$ cat src/core/gfs_pkg.sv
// Shared constants and types for the gas fault supervisor
package gfs_pkg;
  // Timing base: 40 MHz clock
  localparam int CLK_PERIOD_NS   = 25;
  localparam int SEC_NS          = 1_000_000_000;
  localparam int TICK_CYCLES     = SEC_NS / CLK_PERIOD_NS;
  // Operator and supervision times in seconds, span due time in days
  localparam int PROMPT_S        = 2;
  localparam int ENTRY_HOLD_S    = 3;
  localparam int SAVE_HOLD_S     = 3;
  localparam int VIEW_HOLD_S     = 1;
  localparam int IDLE_TIMEOUT_S  = 15;
  localparam int NAME_REPEATS    = 4;
  localparam int FAULT_MSG_S     = 60;
  localparam int SEC_PER_DAY     = 86400;
  localparam int SPAN_DUE_DAYS   = 180;
  // Measurement limits (%LEL, degC, mA, 10 mV, ohm)
  localparam int FULL_SCALE      = 100;
  localparam int SERIAL_CAP      = 110;
  localparam int ZERO_DRIFT_MIN  = -10;
  localparam int TEMP_MIN        = -40;
  localparam int TEMP_MAX        = 75;
  localparam int BRIDGE_MA_NOM   = 200;
  localparam int BRIDGE_MA_TOL   = 50;
  localparam int BRIDGE_CV_MAX   = 350;
  localparam int BRIDGE_CV_MIN   = 180;
  localparam int LOOP_OHM_MAX    = 1000;
  localparam int SUPPLY_CV_MIN   = 1150;
  localparam int SUPPLY_CV_MAX   = 2800;
  localparam int LIFE_MAX        = 100;
  localparam int LIFE_REPLACE    = 25;
  // Status word bit positions
  localparam int B_GLOBAL = 0;
  localparam int B_SPAN   = 1;
  localparam int B_TEMP   = 2;
  localparam int B_LOOP   = 3;
  localparam int B_VIN    = 4;
  localparam int B_MEM    = 5;
  localparam int B_PROC   = 6;
  localparam int B_CLEAR  = 7;
  localparam int B_STAB   = 8;
  localparam int B_RANGE  = 9;
  localparam int B_CELL   = 10;
  localparam int B_ZERO   = 11;
  localparam int B_INCAL  = 14;
  // Register offsets and reset values
  localparam logic [7:0] A_CTRL   = 8'h00;
  localparam logic [7:0] A_STATUS = 8'h04;
  localparam logic [7:0] A_LIFE   = 8'h08;
  localparam logic [7:0] A_DAYS   = 8'h0C;
  localparam logic [7:0] A_CONC   = 8'h10;
  localparam logic [7:0] A_LOOP   = 8'h14;
  localparam int CTRL_LATCH = 0;
  localparam int CTRL_ENERG = 1;
  localparam logic [1:0] CTRL_RST = 2'h0;
  localparam logic [6:0] LIFE_RST = 7'h64;
  // Measurement inputs
  typedef struct packed {
    logic signed [15:0] gas;
    logic signed [15:0] temp;
    logic [15:0]        bridge_ma;
    logic [15:0]        bridge_cv;
    logic [15:0]        loop_ohm;
    logic [15:0]        supply_cv;
  } gfs_meas_t;
  // Calibration and firmware events
  typedef struct packed {
    logic       zero_active;
    logic       span_active;
    logic       zero_ok;
    logic       span_ok;
    logic       span_range_fail;
    logic       span_stab_fail;
    logic       proc_err;
    logic       mem_err;
    logic [6:0] life;
  } gfs_cal_t;
  // Loop output level
  typedef enum logic [1:0] {
    LOOP_MEAS = 2'h0, LOOP_0MA = 2'h1, LOOP_2MA = 2'h2, LOOP_22MA = 2'h3
  } gfs_loop_t;
  // Operator menu states
  typedef enum logic [4:0] {
    ST_NORMAL = 5'h01, ST_VIEW = 5'h02, ST_ITEM = 5'h04,
    ST_SET_LATCH = 5'h08, ST_SET_ENERG = 5'h10
  } gfs_state_t;
endpackage

$ cat src/core/gfs_supervisor.sv
// Fault supervision, fault relay, loop level and operator menu
//
// Our own choices: the strobed register port and the address map.
`timescale 1ns/100ps
module gfs_supervisor import gfs_pkg::*; #(
  parameter int TICK       = TICK_CYCLES,
  parameter int DAY_SECS   = SEC_PER_DAY
) (
  input  wire logic        mclk_i,
  input  wire logic        rst_n_i,
  input  wire gfs_meas_t   meas_i,
  input  wire gfs_cal_t    cal_i,
  input  wire logic        magnet_switch_up_i,
  input  wire logic        magnet_switch_down_i,
  input  wire logic        fault_item_sel_i,
  input  wire logic [7:0]  addr_i,
  input  wire logic [31:0] wdata_i,
  input  wire logic        wr_i,
  input  wire logic        rd_i,
  output logic [31:0]      rdata_o,
  output logic             relay_coil_o,
  output gfs_loop_t        loop_level_o,
  output logic             flash_full_o,
  output logic             fault_msg_o,
  output gfs_state_t       menu_state_o,
  output logic [3:0]       view_fault_o,
  output logic             choice_yes_o,
  output logic             replace_cell_o
);
  logic [25:0]     tick_cnt_reg;  // Second prescaler
  logic            tick_reg;      // One-second pulse
  logic [16:0]     day_sec_reg;   // Seconds within a day
  logic [8:0]      days_reg;      // Days since good span
  logic [5:0]      msg_sec_reg;   // Fault message interval
  logic [3:0]      hold_s_reg;    // Seconds magnet held
  logic [3:0]      idle_s_reg;    // Seconds without input
  logic            held_q_reg;    // Switch held last cycle
  logic            hold_used_reg; // Hold already acted on
  logic [25:0]     phase_reg;     // Sub-second phase of magnet timers
  logic [25:0]     dwell_cyc_reg; // Cycles spent on shown fault
  logic [15:0]     status_reg;    // Fault status word
  logic [1:0]      ctrl_reg;      // Latching, energized
  logic            shadow_reg;    // Value being edited
  logic            relay_act_reg; // Relay active state
  logic [6:0]      life_reg;      // Remaining cell life
  logic [15:0]     conc_reg;      // Serial concentration
  gfs_state_t      state_reg;     // Menu state
  gfs_loop_t       loop_reg;      // Loop output level
  logic            fmsg_reg;      // Message pulse
  logic [3:0]      vidx_reg;      // Fault shown in view
  logic [31:0]     rdata_reg;     // Read data
  logic            held, released, swipe, excused, sec_done;
  logic            any_fault, disabling;
  logic [15:0]     status_next;

  // Range test on a signed 17-bit value
  function automatic logic outside(input logic signed [16:0] v, input int lo, input int hi);
    outside = (v < 17'(lo)) || (v > 17'(hi));
  endfunction

  assign held     = magnet_switch_up_i | magnet_switch_down_i;
  assign released = held_q_reg & ~held;
  assign swipe    = released & (hold_s_reg < 4'(VIEW_HOLD_S));
  // Hold and idle seconds count from the last press or release, so a short swipe never straddles a tick
  assign sec_done = (held == held_q_reg) && (phase_reg == 26'(TICK - 1));

  // Fault word assembly
  always_comb begin
    status_next = status_reg;
    status_next[B_TEMP]  = outside(17'(meas_i.temp), TEMP_MIN, TEMP_MAX);
    status_next[B_CELL]  = outside({1'b0, meas_i.bridge_ma}, BRIDGE_MA_NOM - BRIDGE_MA_TOL,
                                   BRIDGE_MA_NOM + BRIDGE_MA_TOL)
                         | outside({1'b0, meas_i.bridge_cv}, BRIDGE_CV_MIN, BRIDGE_CV_MAX);
    status_next[B_PROC]  = cal_i.proc_err;
    status_next[B_MEM]   = cal_i.mem_err;
    status_next[B_LOOP]  = meas_i.loop_ohm > 16'(LOOP_OHM_MAX);
    status_next[B_VIN]   = outside({1'b0, meas_i.supply_cv}, SUPPLY_CV_MIN, SUPPLY_CV_MAX);
    status_next[B_SPAN]  = days_reg >= 9'(SPAN_DUE_DAYS);
    status_next[B_INCAL] = cal_i.zero_active | cal_i.span_active;
    // Sticky calibration faults; a new failure wins over a success
    if (cal_i.zero_ok) status_next[B_ZERO] = 1'b0;
    if (meas_i.gas < 16'(ZERO_DRIFT_MIN)) status_next[B_ZERO] = 1'b1;
    if (cal_i.span_ok) begin
      status_next[B_RANGE] = 1'b0;
      status_next[B_STAB]  = 1'b0;
      status_next[B_CLEAR] = 1'b0;
    end
    if (cal_i.span_range_fail) status_next[B_RANGE] = 1'b1;
    if (cal_i.span_stab_fail) begin
      status_next[B_STAB]  = 1'b1;
      status_next[B_CLEAR] = 1'b1;
    end
    status_next[B_GLOBAL] = |{status_next[B_ZERO:B_CLEAR], status_next[B_PROC:B_LOOP]};
  end

  assign disabling = status_next[B_GLOBAL];
  assign any_fault = |status_next[B_ZERO:B_SPAN];
  // Calibration result faults do not drop the loop while a calibration runs
  assign excused = status_next[B_INCAL] & ~|{status_next[B_CELL], status_next[B_PROC:B_LOOP]};

  // Status word register
  always_ff @(posedge mclk_i or negedge rst_n_i) begin
    if (!rst_n_i) begin
      status_reg <= 16'h0000;
    end else begin
      status_reg <= status_next;
    end
  end

  // One-second tick
  always_ff @(posedge mclk_i or negedge rst_n_i) begin
    if (!rst_n_i) begin
      tick_cnt_reg <= 26'h0000000;
      tick_reg     <= 1'b0;
    end else if (tick_cnt_reg == 26'(TICK - 1)) begin
      tick_cnt_reg <= 26'h0000000;
      tick_reg     <= 1'b1;
    end else begin
      tick_cnt_reg <= tick_cnt_reg + 26'h0000001;
      tick_reg     <= 1'b0;
    end
  end

  // Days since last good span calibration
  always_ff @(posedge mclk_i or negedge rst_n_i) begin
    if (!rst_n_i) begin
      day_sec_reg <= 17'h00000;
      days_reg    <= 9'h000;
    end else if (cal_i.span_ok) begin
      day_sec_reg <= 17'h00000;
      days_reg    <= 9'h000;
    end else if (tick_reg) begin
      if (day_sec_reg == 17'(DAY_SECS - 1)) begin
        day_sec_reg <= 17'h00000;
        if (days_reg != 9'h1FF) days_reg <= days_reg + 9'h001;
      end else begin
        day_sec_reg <= day_sec_reg + 17'h00001;
      end
    end
  end

  // Cell life capture after span calibration
  always_ff @(posedge mclk_i or negedge rst_n_i) begin
    if (!rst_n_i) begin
      life_reg       <= LIFE_RST;
      replace_cell_o <= 1'b0;
    end else begin
      if (cal_i.span_ok) begin
        life_reg <= (cal_i.life > 7'(LIFE_MAX)) ? 7'(LIFE_MAX) : cal_i.life;
      end
      replace_cell_o <= life_reg < 7'(LIFE_REPLACE);
    end
  end

  // Loop level, over-range flash and serial concentration
  always_ff @(posedge mclk_i or negedge rst_n_i) begin
    if (!rst_n_i) begin
      loop_reg     <= LOOP_MEAS;
      flash_full_o <= 1'b0;
      conc_reg     <= 16'h0000;
    end else begin
      if (disabling && !excused) loop_reg <= LOOP_0MA;
      else if (status_next[B_INCAL]) loop_reg <= LOOP_2MA;
      else if (meas_i.gas > 16'(FULL_SCALE)) loop_reg <= LOOP_22MA;
      else loop_reg <= LOOP_MEAS;
      flash_full_o <= meas_i.gas > 16'(FULL_SCALE);
      conc_reg     <= (meas_i.gas > 16'(SERIAL_CAP)) ? 16'(SERIAL_CAP) : meas_i.gas;
    end
  end

  // Fault relay activity and coil drive
  always_ff @(posedge mclk_i or negedge rst_n_i) begin
    if (!rst_n_i) begin
      relay_act_reg <= 1'b0;
      relay_coil_o  <= 1'b0;
    end else begin
      if (disabling) relay_act_reg <= 1'b1;
      else if (!ctrl_reg[CTRL_LATCH]) relay_act_reg <= 1'b0;
      else if (swipe) relay_act_reg <= 1'b0;
      relay_coil_o <= ctrl_reg[CTRL_ENERG] ^ relay_act_reg;
    end
  end

  // Fault detected message interval
  always_ff @(posedge mclk_i or negedge rst_n_i) begin
    if (!rst_n_i) begin
      msg_sec_reg <= 6'h00;
      fmsg_reg    <= 1'b0;
    end else begin
      fmsg_reg <= 1'b0;
      if (!any_fault || state_reg != ST_NORMAL) begin
        msg_sec_reg <= 6'h00;
      end else if (tick_reg) begin
        if (msg_sec_reg == 6'(FAULT_MSG_S - 1)) begin
          msg_sec_reg <= 6'h00;
          fmsg_reg    <= 1'b1;
        end else begin
          msg_sec_reg <= msg_sec_reg + 6'h01;
        end
      end
    end
  end

  // Magnet hold and idle timers
  always_ff @(posedge mclk_i or negedge rst_n_i) begin
    if (!rst_n_i) begin
      held_q_reg <= 1'b0;
      phase_reg  <= 26'h0000000;
      hold_s_reg <= 4'h0;
      idle_s_reg <= 4'h0;
    end else begin
      held_q_reg <= held;
      if (held != held_q_reg || sec_done) phase_reg <= 26'h0000000;
      else phase_reg <= phase_reg + 26'h0000001;
      if (!held) hold_s_reg <= 4'h0;
      else if (sec_done && hold_s_reg != 4'hF) hold_s_reg <= hold_s_reg + 4'h1;
      if (held || state_reg == ST_NORMAL) idle_s_reg <= 4'h0;
      else if (sec_done && idle_s_reg != 4'hF) idle_s_reg <= idle_s_reg + 4'h1;
    end
  end

  // Operator menu, fault view and settings
  always_ff @(posedge mclk_i or negedge rst_n_i) begin
    if (!rst_n_i) begin
      state_reg     <= ST_NORMAL;
      shadow_reg    <= 1'b0;
      hold_used_reg <= 1'b0;
      vidx_reg      <= 4'h0;
      dwell_cyc_reg <= 26'h0000000;
    end else begin
      if (!held) hold_used_reg <= 1'b0;
      case (state_reg)
        ST_NORMAL: begin
          if (fault_item_sel_i) state_reg <= ST_ITEM;
          else if (any_fault && hold_s_reg >= 4'(VIEW_HOLD_S)) begin
            state_reg <= ST_VIEW;
            vidx_reg  <= 4'(B_SPAN);
            dwell_cyc_reg <= 26'h0000000;
          end
        end
        ST_VIEW: begin
          // Full second on each active bit, inactive ones skipped at once
          if (status_reg[vidx_reg] && dwell_cyc_reg != 26'(TICK - 1)) begin
            dwell_cyc_reg <= dwell_cyc_reg + 26'h0000001;
          end else begin
            dwell_cyc_reg <= 26'h0000000;
            if (vidx_reg == 4'(B_ZERO)) state_reg <= ST_NORMAL;
            else vidx_reg <= vidx_reg + 4'h1;
          end
        end
        ST_ITEM: begin
          if (hold_s_reg >= 4'(PROMPT_S + ENTRY_HOLD_S) && !hold_used_reg) begin
            state_reg     <= ST_SET_LATCH;
            shadow_reg    <= ctrl_reg[CTRL_LATCH];
            hold_used_reg <= 1'b1;
          end
        end
        ST_SET_LATCH, ST_SET_ENERG: begin
          if (released && hold_s_reg < 4'(SAVE_HOLD_S) && !hold_used_reg) begin
            shadow_reg <= ~shadow_reg;
          end else if (magnet_switch_down_i && hold_s_reg >= 4'(SAVE_HOLD_S) && !hold_used_reg) begin
            hold_used_reg <= 1'b1;
            shadow_reg    <= ctrl_reg[CTRL_ENERG];
            state_reg     <= (state_reg == ST_SET_LATCH) ? ST_SET_ENERG : ST_ITEM;
          end
        end
        default: state_reg <= ST_NORMAL;
      endcase
      if (state_reg != ST_NORMAL && state_reg != ST_VIEW && idle_s_reg >= 4'(IDLE_TIMEOUT_S)) begin
        state_reg <= ST_NORMAL;
      end
    end
  end

  // Relay configuration, from menu save or bus write
  always_ff @(posedge mclk_i or negedge rst_n_i) begin
    if (!rst_n_i) begin
      ctrl_reg <= CTRL_RST;
    end else if (wr_i && addr_i == A_CTRL) begin
      ctrl_reg <= wdata_i[1:0];
    end else if (magnet_switch_down_i && hold_s_reg >= 4'(SAVE_HOLD_S) && !hold_used_reg) begin
      if (state_reg == ST_SET_LATCH) ctrl_reg[CTRL_LATCH] <= shadow_reg;
      if (state_reg == ST_SET_ENERG) ctrl_reg[CTRL_ENERG] <= shadow_reg;
    end
  end

  // Register read port, data one cycle after strobe
  always_ff @(posedge mclk_i or negedge rst_n_i) begin
    if (!rst_n_i) begin
      rdata_reg <= 32'h00000000;
    end else if (rd_i) begin
      case (addr_i)
        A_CTRL:   rdata_reg <= {30'h00000000, ctrl_reg};
        A_STATUS: rdata_reg <= {16'h0000, status_reg};
        A_LIFE:   rdata_reg <= {25'h0000000, life_reg};
        A_DAYS:   rdata_reg <= {23'h000000, days_reg};
        A_CONC:   rdata_reg <= {16'h0000, conc_reg};
        A_LOOP:   rdata_reg <= {30'h00000000, loop_reg};
        default:  rdata_reg <= 32'h00000000;
      endcase
    end else begin
      rdata_reg <= 32'h00000000;
    end
  end

  assign rdata_o      = rdata_reg;
  assign loop_level_o = loop_reg;
  assign fault_msg_o  = fmsg_reg;
  assign menu_state_o = state_reg;
  assign view_fault_o = vidx_reg;
  assign choice_yes_o = shadow_reg;

  // Checks
  relay_polarity_a: assert property (@(posedge mclk_i) disable iff (!rst_n_i)
    relay_coil_o == ($past(ctrl_reg[CTRL_ENERG]) ^ $past(relay_act_reg))) else $error("relay polarity");
  nolatch_drop_a: assert property (@(posedge mclk_i) disable iff (!rst_n_i)
    (!disabling && !ctrl_reg[CTRL_LATCH]) |=> !relay_act_reg) else $error("relay did not drop");
  latch_hold_a: assert property (@(posedge mclk_i) disable iff (!rst_n_i)
    (relay_act_reg && ctrl_reg[CTRL_LATCH] && !swipe && !wr_i) |=> relay_act_reg) else $error("latch lost");
  disable_zero_a: assert property (@(posedge mclk_i) disable iff (!rst_n_i)
    (disabling && !status_next[B_INCAL]) |=> loop_reg == LOOP_0MA ##0 relay_act_reg) else $error("no 0mA");
  cal_level_a: assert property (@(posedge mclk_i) disable iff (!rst_n_i)
    (status_next[B_INCAL] && !disabling) |=> loop_reg == LOOP_2MA && status_reg[B_INCAL]) else $error("no 2mA");
  over_range_a: assert property (@(posedge mclk_i) disable iff (!rst_n_i)
    (meas_i.gas > 16'(FULL_SCALE) && !status_next[B_INCAL] && !disabling) |=> loop_reg == LOOP_22MA
    && flash_full_o && conc_reg <= 16'(SERIAL_CAP)) else $error("over-range");
  span_due_a: assert property (@(posedge mclk_i) disable iff (!rst_n_i)
    days_reg >= 9'(SPAN_DUE_DAYS) && !cal_i.span_ok |=> status_reg[B_SPAN]) else $error("span due");
  zero_sticky_a: assert property (@(posedge mclk_i) disable iff (!rst_n_i)
    status_reg[B_ZERO] && !cal_i.zero_ok |=> status_reg[B_ZERO]) else $error("zero fault lost");
  idle_exit_a: assert property (@(posedge mclk_i) disable iff (!rst_n_i)
    (state_reg == ST_ITEM && idle_s_reg >= 4'(IDLE_TIMEOUT_S)) |=> state_reg == ST_NORMAL) else $error("timeout");
endmodule

$ cat config.mk
export PLATFORM = sky130hd
export DESIGN_NAME = gfs_supervisor
export DESIGN_NICKNAME = d
export VERILOG_FILES = /design/src/core/gfs_pkg.sv /design/src/core/gfs_supervisor.sv
export SDC_FILE = /design/constraint.sdc
export NUM_CORES = 1
export LEC_CHECK = 0
export BUFFER_PORTS_ARGS = -buffer_cell sky130_fd_sc_hd__buf_2
export CAP_MARGIN = 10
export CORE_MARGIN = 3
export CORE_UTILIZATION = 50
export DETAILED_ROUTE_END_ITERATION = 12
export PLACE_DENSITY = 0.7
export SLEW_MARGIN = 20
export SYNTH_ARGS = -nofsm -noshare
export SYNTH_HDL_FRONTEND = slang
export SYNTH_SLANG_ARGS = --single-unit
$ cat constraint.sdc
create_clock -name mclk_i -period 7.55 [get_ports mclk_i]
set_input_delay 0.3775 -clock mclk_i [delete_from_list [all_inputs] [get_ports mclk_i]]
set_output_delay 0.3775 -clock mclk_i [all_outputs]
set_load 0.01 [all_outputs]
==> metrics, run 1 <==
status=completed; FF-to-FF path depth=7; Routed Antenna Nets=0; crit path buf inv count=3; r2r startpoint=menu_state_o[3]$_DFFE_PN0P_; Chip Width=146.6 um; post-layout net count=around 1300; GRT Overall Usage=0.2088; synthesized area=9877 um2; Clock Skew=11.30 ps; routed via count=7951; Critical Path AT=~3300 ps; Worst Max-Slew Pin Slew=1041 ps; post-synthesis register bit count=192; Comb power frac=0.085; CTS tree=done; CP Launch Type=input port; Slew HR=0.3045; Async SR Flop Fraction=1.000; Area Overhead vs Synth=15.78%; Overflow after GRT=0; First DRT Iteration DRCs=547; number of max-cap violations=0; Avg Cell Area, Syn=9.887 um2; main flop type after synthesis=dfrtp_1; maximum vdd drop=0.1438 mV; Clock Tree Buf Depth=2; share of the yosys chip area belonging to registers=0.4870; Max Clock Freq=339.0 MHz; CP Data Required Time=just under 8000 ps; Num CTS Buffers=17; critical path class=input port to flip-flop; CTS Hold Bufs=0; part of the power in registers=0.498; Final HPWL DP=16390 um; initial antenna violation count=3; switching part of the total power=0.2429; Clock Sinks=192; CTS H-tree lvls=4; post-CTS sizing=0; yosys warns=0; IO Pins=206; WL final=between 20000 and 25000 um; Post-synth EDFFs=0; leak pwr=0.005150 uW; delay-heaviest family, CP=simple AND/OR/NAND/NOR gates; num rows=50; CP cell instances=buf_2 -> clkinv_1 -> a21o_1 -> nor4b_1 -> nand4_1 -> nor4_4 -> buf_4 -> nor3_2 -> a31o_1; Placed Cells=1390; Mapped Cells=999; Synth cell types=73; clock slew at reported path FFs=70 ps; min Tclk post-route=2950 ps; post-DR wirelength/cell=15.79 um; P_int=1647 uW; fin crit share=0.3907; RSZ-0062 raised after global routing=no; hold crit path type=input port to asynchronous set/reset pin; worst-path maximum fanout=32; count of final setup violators=0; Die Y=between 100 and 150 um; post-CTS setup repair buffer count=0; Psw=528.6 uW; Power Dens Cells=190.3 nW/um2; CP max stage delay=about 480 ps; vias in the first global route=7460; largest net degree at the start of global routing=128; Crit-path slowest cell=nor4b_1; Reg2Reg Setup Slack=4680 ps; Post-Layout Cell Count=1424; detailed-route vias per instance=roughly 5.6; share of cells above drive strength 1=0.2136; crit end category=flip-flop; DIE AREA=21480 um2; Skew-Pair Late Insertion Delay=430 ps; Clock power frac=0.417; setup TNS=0 ps; Initial Util=0.5176; root buf cell=clkbuf_16; first-pass GRT wire length=36760 um; final hold vios=0; core outline area=19080 um2; Final Slew Violations=0; reg2reg end=view_fault_o[3]$_DFFE_PN0P_; GP Congestion=0.8540; most common cell after layout, fill and taps aside=dfrtp_1; most frequent cells in the layout=dfrtp_1, buf_2, nor2_1, nand2_1, nand3_1; DRT Pass-1 Iters=5; DRC viols=0; port bufs=157
## synth_stat cells, types with 7 or more instances
cell      count  area [um2]
buf_4        16       120.1
or4_1         9       67.56
ha_1         14       175.2
o21ai_2       7       61.31
and4_1        8       70.07
nand4_1      33       206.5
nor2_1      137       514.2
a21oi_1      32       160.2
xnor2_1      27       236.5
and2_1       17       106.4
dfrtp_1     188        4705
o31ai_2      10       125.1
nand2b_1     18       112.6
or3_1         8       50.05
xor2_1       43       376.6
and3_1       28       175.2
nor3b_1       7       52.55
a22oi_1       8       60.06
clkbuf_1     24       90.09
mux2_2       15       168.9
o31ai_1      21       157.7
o21ai_0      23       115.1
nor2b_1       9       56.30
nor3_1       19       95.09
nand3_1      58       290.3
o21ai_1       7       35.03
nor4_1       16       100.1
mux2i_1       9       90.09
inv_1        17       63.81
nand2_1      78       292.8
## how the worst max path moves through the flow
| stage | from | endpoint | cells after the start |
|---|---|---|---|
| detailed placement | cal_i[11] | view_fault_o[3]$_DFFE_PN0P_ | 9 |
| floorplan | meas_i[27] | view_fault_o[3]$_DFFE_PN0P_ | 8 |
| global placement | cal_i[11] | view_fault_o[3]$_DFFE_PN0P_ | 9 |
| global route | cal_i[11] | view_fault_o[3]$_DFFE_PN0P_ | 9 |
| finish | cal_i[11] | view_fault_o[3]$_DFFE_PN0P_ | 9 |
| CTS | cal_i[11] | view_fault_o[3]$_DFFE_PN0P_ | 9 |
## per-stage QoR
stage	total power (uW)	utilization	hold WS (ps)	setup slack (ps)	cell area (um2)
after floorplan	1197	-	81.91	4857	9933
after global placement	1286	0.5675	442.5	4162	10830
after detailed placement	1289	0.5675	458.9	4142	10830
after CTS	2193	0.5990	75.33	4578	11430
after global routing	2267	0.5993	75.51	4330	11440
final	2176	0.5993	57.35	4600	11440
## power groups by stage
stage | Combinational (uW) | Sequential (uW) | Clock, uW
finish | 184 | 1080 | 908
global route | 209 | 1090 | 971
CTS | 188 | 1080 | 922
detailed placement | 187 | 1100 | 0
global placement | 185 | 1100 | 0
floorplan | 99.1 | 1100 | 0
## area by class of cell
class,count,area [um2]
Multi-Input combinational cell,758,4795
Inverter,18,67.56
Sequential cell,192,4810
Clock buffer,21,470.5
Clock inverter,10,128.9
Fill cell,1636,7645
Tap cell,260,325.3
Antenna cell,3,7.507
Timing Repair Buffer,162,832.0
## layer usage
layer  wire (um)  up-vias  global-route usage
met5           0        -                   0
met4         404        0             0.06961
met3        1067       29             0.03631
met2       10660      180              0.3311
met1       10360     3870              0.2932
li1            -     3872                   -
## logic make-up (layout without fill, tap and decap cells)
| family | after synthesis | in the layout | share of synthesized area |
|---|---|---|---|
| compound gates | 159 | 159 | 0.1174 |
| fa+ha+maj | 14 | 14 | 0.01774 |
| buf+inv | 64 | 211 | 0.03433 |
| flops | 192 | 192 | 0.4870 |
| other cells | 1 | 19 | 0.0003797 |
| mux | 27 | 27 | 0.03306 |
| simple gates | 472 | 472 | 0.2480 |
| xor+xnor | 70 | 70 | 0.06207 |
Note: power is estimated with default switching activity, not from simulation.
==> inputs of run 2 (changes only) <==
- clock period: 7.55 -> 3.1 ns (I/O delays scaled with it)
==> run 2 against run 1 <==
  * Global-route usage increased by 1.4 points
  * Via count increased by 3.9%
  * Critical path type unchanged
  * Hold slack got worse by 26 ps
  * Die area unchanged
  * Clock skew increased by 2.5 ps
  * Combinational power increased to 2.8 times the previous value
  * Largest cell class unchanged
  * Clock power increased by 130%
==> metrics, run 2 (same netlist as run 1, synthesis figures left out) <==
crit end category=flip-flop; CTS tree=done; GRT Overall Usage=0.2224 (+0.01363); Critical Path AT=3100 ps (-160 ps); First DRT Iteration DRCs=499 (-8.8%); Overflow after GRT=0 (unchanged); vias in the first global route=7852 (+5.3%); IO Pins=206 (unchanged); CP Launch Type=input port; port bufs=157 (unchanged); first-pass GRT wire length=39190 um (+6.6%); largest net degree at the start of global routing=77 (-40%); post-layout net count=1372 (+3.9%); number of max-cap violations=0 (unchanged); Clock Sinks=192 (unchanged); CP cell instances=dlygate4sd3_1 -> buf_2 -> nand4_1 -> o41ai_1 -> nor4b_1 -> nand4_1 -> nor4_4 -> buf_12 -> nor3_2 -> a31o_1; CP Data Required Time=3420 ps (-4440 ps); fin crit share=0.8970; Crit-path slowest cell=dlygate4sd3_1; Final Slew Violations=0 (unchanged); share of cells above drive strength 1=0.2168 (+0.003209); Area Overhead vs Synth=20.37%; Die Y=146.6 um (unchanged); setup TNS=0 ps (unchanged); RSZ-0062 raised after global routing=no; hold_sp=cal_i[11]; Slew HR=0.3653 (+0.06080); initial antenna violation count=0 (-3); num rows=50 (unchanged); Placed Cells=1404 (+1.0%); detailed-route vias per instance=5.610 (+0.47%); DIE AREA=21480 um2 (unchanged); WL final=23560 um (+4.7%); Fillers=1626 (-0.61%); Num CTS Buffers=17 (unchanged); Power Dens Cells=440.7 nW/um2 (+130%); Final HPWL DP=17130 um (+4.5%); Skew-Pair Late Insertion Delay=440 ps (about the same); CTS H-tree lvls=4 (unchanged); most frequent cells in the layout=dfrtp_1, buf_2, nor2_1, nand2_1, nand3_1; core outline area=19080 um2 (unchanged); final hold vios=0 (unchanged); CP startpoint=meas_i[84]; min Tclk post-route=2781 ps; DRT Pass-1 Iters=5 (unchanged); GP Congestion=0.8492 (-0.56%); status=completed; Max Clock Freq=between 300 and 400 MHz; Initial Util=0.5176 (unchanged); CP max stage delay=530 ps (+50 ps); count of final setup violators=0 (unchanged); maximum vdd drop=0.3536 mV (+150%); post-DR wirelength/cell=15.99 um (+1.3%); Clock Skew=13.82 ps (+2.514 ps); Worst path most repeated cell=nand4_1; leak pwr=0.005361 uW (+4.1%); worst hold slack=31.07 ps (-26.27 ps); r2r startpoint=dwell_cyc_reg[3]$_DFFE_PN0P_; n_diodes=0 (-3); Worst Max-Slew Pin Slew=952.1 ps (-88.95 ps); routed via count=8263 (+3.9%); Chip Width=146.6 um (unchanged); DRC viols=0 (unchanged); hold crit path type=input port to flip-flop; critical path class=input port to flip-flop; most common cell after layout, fill and taps aside=dfrtp_1; root buf cell=clkbuf_16; Post-Layout Cell Count=1473 (+3.4%); clock slew at reported path FFs=70 ps (about the same); Clock Tree Buf Depth=2 (unchanged); worst-path maximum fanout=32 (unchanged); Routed Antenna Nets=0 (unchanged)
## run 2: cell types whose count changed in the layout (fill, tap and decap cells not counted), sizes merged
cell	before	now
dlygate4sd3	0	37
diode	3	0
clkinv	5	8
inv	19	21
bufinv	2	0
clkbuf	22	21
clkinvlp	2	1
buf	161	175
## run 2: through the flow
stage	setup slack [ps]	instance area, um2	power [uW]	utilization
finish	319.2	11890	5239	0.6231
detailed placement	119.5	10960	3161	0.5744
CTS	286.8	11890	5282	0.6231
global route	130.5	11890	5463	0.6231
global placement	171.8	10960	3155	0.5744
floorplan	629.1	9933	2915	-
## run 2: critical path, delay by kind of cell
family                 cells  cell delay (ps)
buffers and inverters      3              910
AO/OA/AOI/OAI              2              680
AND/OR/NAND/NOR            5             1350
## run 2: path summary, 6_finish.rpt
check	end	slack [ps]	cells past startpoint
worst max-delay path	view_fault_o[3]$_DFFE_PN0P_	320	10
worst min-delay path	days_reg[3]$_DFFE_PN0P_	30	2
worst max register to register	dwell_cyc_reg[25]$_DFFE_PN0P_	370	7
worst min register to register	phase_reg[0]$_DFF_PN0_	460	1
max in group asynchronous	menu_state_o[0]$_DFFE_PN1P_	1900	3
min in group asynchronous	day_sec_reg[7]$_DFFE_PN0P_	280	2
## run 2: where the power goes
part           switching (uW)  internal (uW)  total, uW
Clock                    1000           1090       2090
Sequential               65.2           2570       2640
Combinational             289            221        510
## run 2: repair_timing
action                                  CTS  global route
buffers inserted                          0             0
endpoints found under the setup margin    0             0
hold buffers                             37             0
endpoints found under the hold margin   104             0
resized for setup                         0             0
## run 2: metal layers
metal / part of all wire / global-route usage / vias up
met5: 0 / 0 / -
met1: 0.45 / 0.3146 / 4025
met3: 0.054 / 0.04190 / 27
met4: 0.013 / 0.05080 / 0
met2: 0.48 / 0.3591 / 235
li1: - / - / 3976
## run 2: final cells by class
cell class	count	area [um2]	share of cell area
Inverter	18	67.56	0.005683
Clock buffer	20	456.7	0.03841
Multi-Input combinational cell	758	4795	0.4033
Sequential cell	192	4810	0.4045
Timing Repair Buffer	213	1333	0.1121
Clock inverter	12	102.6	0.008630
Tap cell	260	325.3	0.02736
==> inputs of run 3 (changes only) <==
- ABC_AREA: unset -> 1
- PLACE_DENSITY: 0.7 -> 0.69
==> run 3 against run 2 <==
  * Global-route usage up 0.40 points
  * Count of clock-buffer cells in the layout up 2
  * Die area up 12%
  * Maximum frequency up 23%
  * Combinational power up 130%
  * Largest power group unchanged
  * Routed wire length up 14%
  * Critical path type is now flip-flop to flip-flop
  * First-iteration DRC count up 30%
==> metrics, run 3 <==
setup TNS=0 ps (unchanged); Max Clock Freq=441.8 MHz (+23%); root buf cell=clkbuf_16; WL met1=11890 um (+12%); most common cell after layout, fill and taps aside=nand2_1; Synth area leader=dfrtp_1; post-layout net count=1805 (+32%); share of the yosys chip area belonging to registers=0.4345 (-0.05245); Clock Sinks=192 (unchanged); CP cell instances=inv_1 -> nor4_4 -> inv_2 -> nor2_4 -> nand3_4 -> nand2_4 -> nand2_2 -> nand2_1 -> o21ai_1; core outline area=21350 um2 (+12%); Avg Cell Area, Syn=7.687 um2 (-22%); hold crit path type=input port to flip-flop; Clock Tree Buf Depth=2 (unchanged); Post-synth EDFFs=0 (unchanged); Skew-Pair Late Insertion Delay=430 ps (about the same); post-DR wirelength/cell=13.94 um (-13%); Placed Cells=1859 (+32%); detailed-route vias per instance=5.304 (-5.5%); Die Y=154.8 um (+5.6%); Worst Max-Slew Pin Slew=864.3 ps (-87.83 ps); Area Overhead vs Synth=17.23%; DIE AREA=23960 um2 (+12%); IO Pins=206 (unchanged); CP max stage delay=570 ps (+40 ps); Power Dens Cells=480.6 nW/um2 (+9.1%); Num CTS Buffers=17 (unchanged); Post-Layout Cell Count=1922 (+30%); CTS H-tree lvls=4 (unchanged); worst-path maximum fanout=27 (-16%); top-count cell post-synth=nand2_1; num rows=53 (+6.0%); fin crit share=0.7301 (-0.1669); crit path buf inv count=2 (-1); Hold Crit Depth=3 (+1); RSZ-0062 raised after global routing=no; crit end category=flip-flop; Routed Antenna Nets=0 (unchanged); most frequent cells in the layout=nand2_1, inv_1, dfrtp_1, nor2_1, buf_2; number of max-cap violations=0 (unchanged); Crit-path slowest cell=dfstp_2; WL final=26790 um (+14%); highest metal layer with signal wires=met4; reg2reg end=view_fault_o[0]$_DFFE_PN0P_; r2r startpoint=menu_state_o[0]$_DFFE_PN1P_; Final Slew Violations=0 (unchanged); main flop type after synthesis=dfrtp_1; yosys warns=0 (unchanged); DRT Pass-1 Iters=5 (unchanged); wire length on met3=1290 um (+2.1%); Critical Path AT=2580 ps (-520 ps); Final HPWL DP=20070 um (+17%); count of final setup violators=0 (unchanged); largest net degree at the start of global routing=90 (+17%); Async SR Flop Fraction=1.000 (unchanged); CTS tree=done; Worst Hold Endpoint=ctrl_reg[0]$_DFFE_PN0P_; FF-to-FF path depth=9 (+2); DRC viols=0 (unchanged); CP Data Required Time=3410 ps (about the same); hold_sp=wdata_i[0]; routed via count=10194 (+23%); clock slew at reported path FFs=70 ps (about the same); Slew HR=0.4213 (+0.05602); First DRT Iteration DRCs=651 (+30%); GRT Overall Usage=0.2264 (+0.003976); synthesized area=11070 um2 (+12%); synth cell count leaders=nand2_1, inv_1, dfrtp_1, nor2_1, nand3_1; CTS Hold Bufs=30 (-19%); largest cells by area after synthesis=dfrtp_1, nand2_1, inv_1, nor2_1, nand3_1; status=completed; share of the synthesized area in the top cell type=0.4250 (-0.05131); Clock Skew=9.710 ps (-4.106 ps); Initial Util=0.5184 (+0.0007598); wire length on met2=12920 um (+14%); initial antenna violation count=2 (+2); post-CTS sizing=0 (unchanged); Overflow after GRT=0 (unchanged); share of cells above drive strength 1=0.1586 (-0.05825); GP Congestion=0.9153 (+7.8%); Reg2Reg Setup Slack=840 ps (+470 ps); first-pass GRT wire length=45230 um (+15%); leak pwr=0.006189 uW (+15%); Chip Width=154.8 um (+5.6%); port bufs=159 (+1.3%); delay-heaviest family, CP=simple AND/OR/NAND/NOR gates; Mapped Cells=1440 (+44%); maximum vdd drop=0.3022 mV (-15%); post-CTS setup repair buffer count=0 (unchanged); critical path class=flip-flop to flip-flop; Synth cell types=61 (-16%); post-synthesis register bit count=192 (unchanged); vias in the first global route=9718 (+24%); final hold vios=0 (unchanged); CP Launch Type=flip-flop; Fillers=1931 (+19%); min Tclk post-route=2263 ps (-517.5 ps)
-- run 3: changes by cell type after synthesis, sizes merged, moves of 25 or more --
cell,change
a21oi,+27
and3,-25
inv,+199
nand2,+219
nand3,+38
nor2,+49
nor3,+41
o21ai,+34
o31ai,-27
-- run 3: cells by family (layout without fill, tap and decap cells) --
logic type                 Yosys count  in the layout  synth area share
and+or+nand+nor                    748            748            0.3131
buffers and inverters              253            444           0.09438
DFF                                192            192            0.4345
AOI/OAI and AO/OA                  182            182            0.1023
xor gates and xnor gates            50             50           0.03956
adders and majority gates           14             14           0.01582
other                                1             17         0.0003388
-- run 3: metal layers --
metal,vias up,global-route usage
met1,4763,0.3042
met5,-,0
li1,5097,-
met2,280,0.3758
met3,54,0.03470
met4,0,0.07780
-- run 3: layout make-up --
type | instances | area, um2 | share of cell area
multi-input cells | 1010 | 5271 | 0.4062
flip-flops and latches | 192 | 4810 | 0.3706
repair buffers | 195 | 1175 | 0.09054
inverters | 217 | 814.5 | 0.06277
clock buffers | 22 | 454.2 | 0.03500
well taps | 275 | 344.1 | 0.02652
clock inverters | 10 | 105.1 | 0.008100
diodes | 1 | 2.502 | 0.0001928
-- run 3: worst max path at each step --
stage          slack (ps)                        start  depth (start not counted)                       endpoint
6_report              840  menu_state_o[0]$_DFFE_PN1P_                          9    view_fault_o[0]$_DFFE_PN0P_
5_1_grt               620       phase_reg[0]$_DFF_PN0_                         10      hold_s_reg[0]$_DFFE_PN0P_
2_1_floorplan        1310       phase_reg[0]$_DFF_PN0_                         14        phase_reg[18]$_DFF_PN0_
4_1_cts               820  menu_state_o[0]$_DFFE_PN1P_                          9    view_fault_o[0]$_DFFE_PN0P_
3_3_place_gp          860  menu_state_o[0]$_DFFE_PN1P_                          9    view_fault_o[0]$_DFFE_PN0P_
3_5_place_dp          840  menu_state_o[0]$_DFFE_PN1P_                          8  dwell_cyc_reg[25]$_DFFE_PN0P_
-- run 3: worst reg2reg max path, cell delays in order (launching register included) --
cell and delay [ps]:
dfstp_2 570, inv_1 80, nor4_4 450, inv_2 90, nor2_4 150, nand3_4 120, nand2_4 350, nand2_2 190
nand2_1 90, o21ai_1 60
-- run 3: stage by stage --
step / utilization / setup WS [ps] / power [uW] / area [um2] / hold WS (ps)
2_1_floorplan: - / 1307 / 3722 / 11130 / -140.6
3_3_place_gp: 0.5673 / 861.9 / 4100 / 12110 / 262.6
3_5_place_dp: 0.5673 / 842.1 / 4126 / 12110 / 259.6
4_1_cts: 0.6076 / 817.2 / 6284 / 12970 / 2.943
5_1_grt: 0.6077 / 616.5 / 6583 / 12980 / 10.02
6_report: 0.6077 / 836.7 / 6237 / 12980 / 4.723
-- run 3: power breakdown --
group	internal [uW]	leakage [uW]	switching, uW
Sequential	2690	0.00251	222
Combinational	440	0.00341	751
Clock	1150	0.000274	984
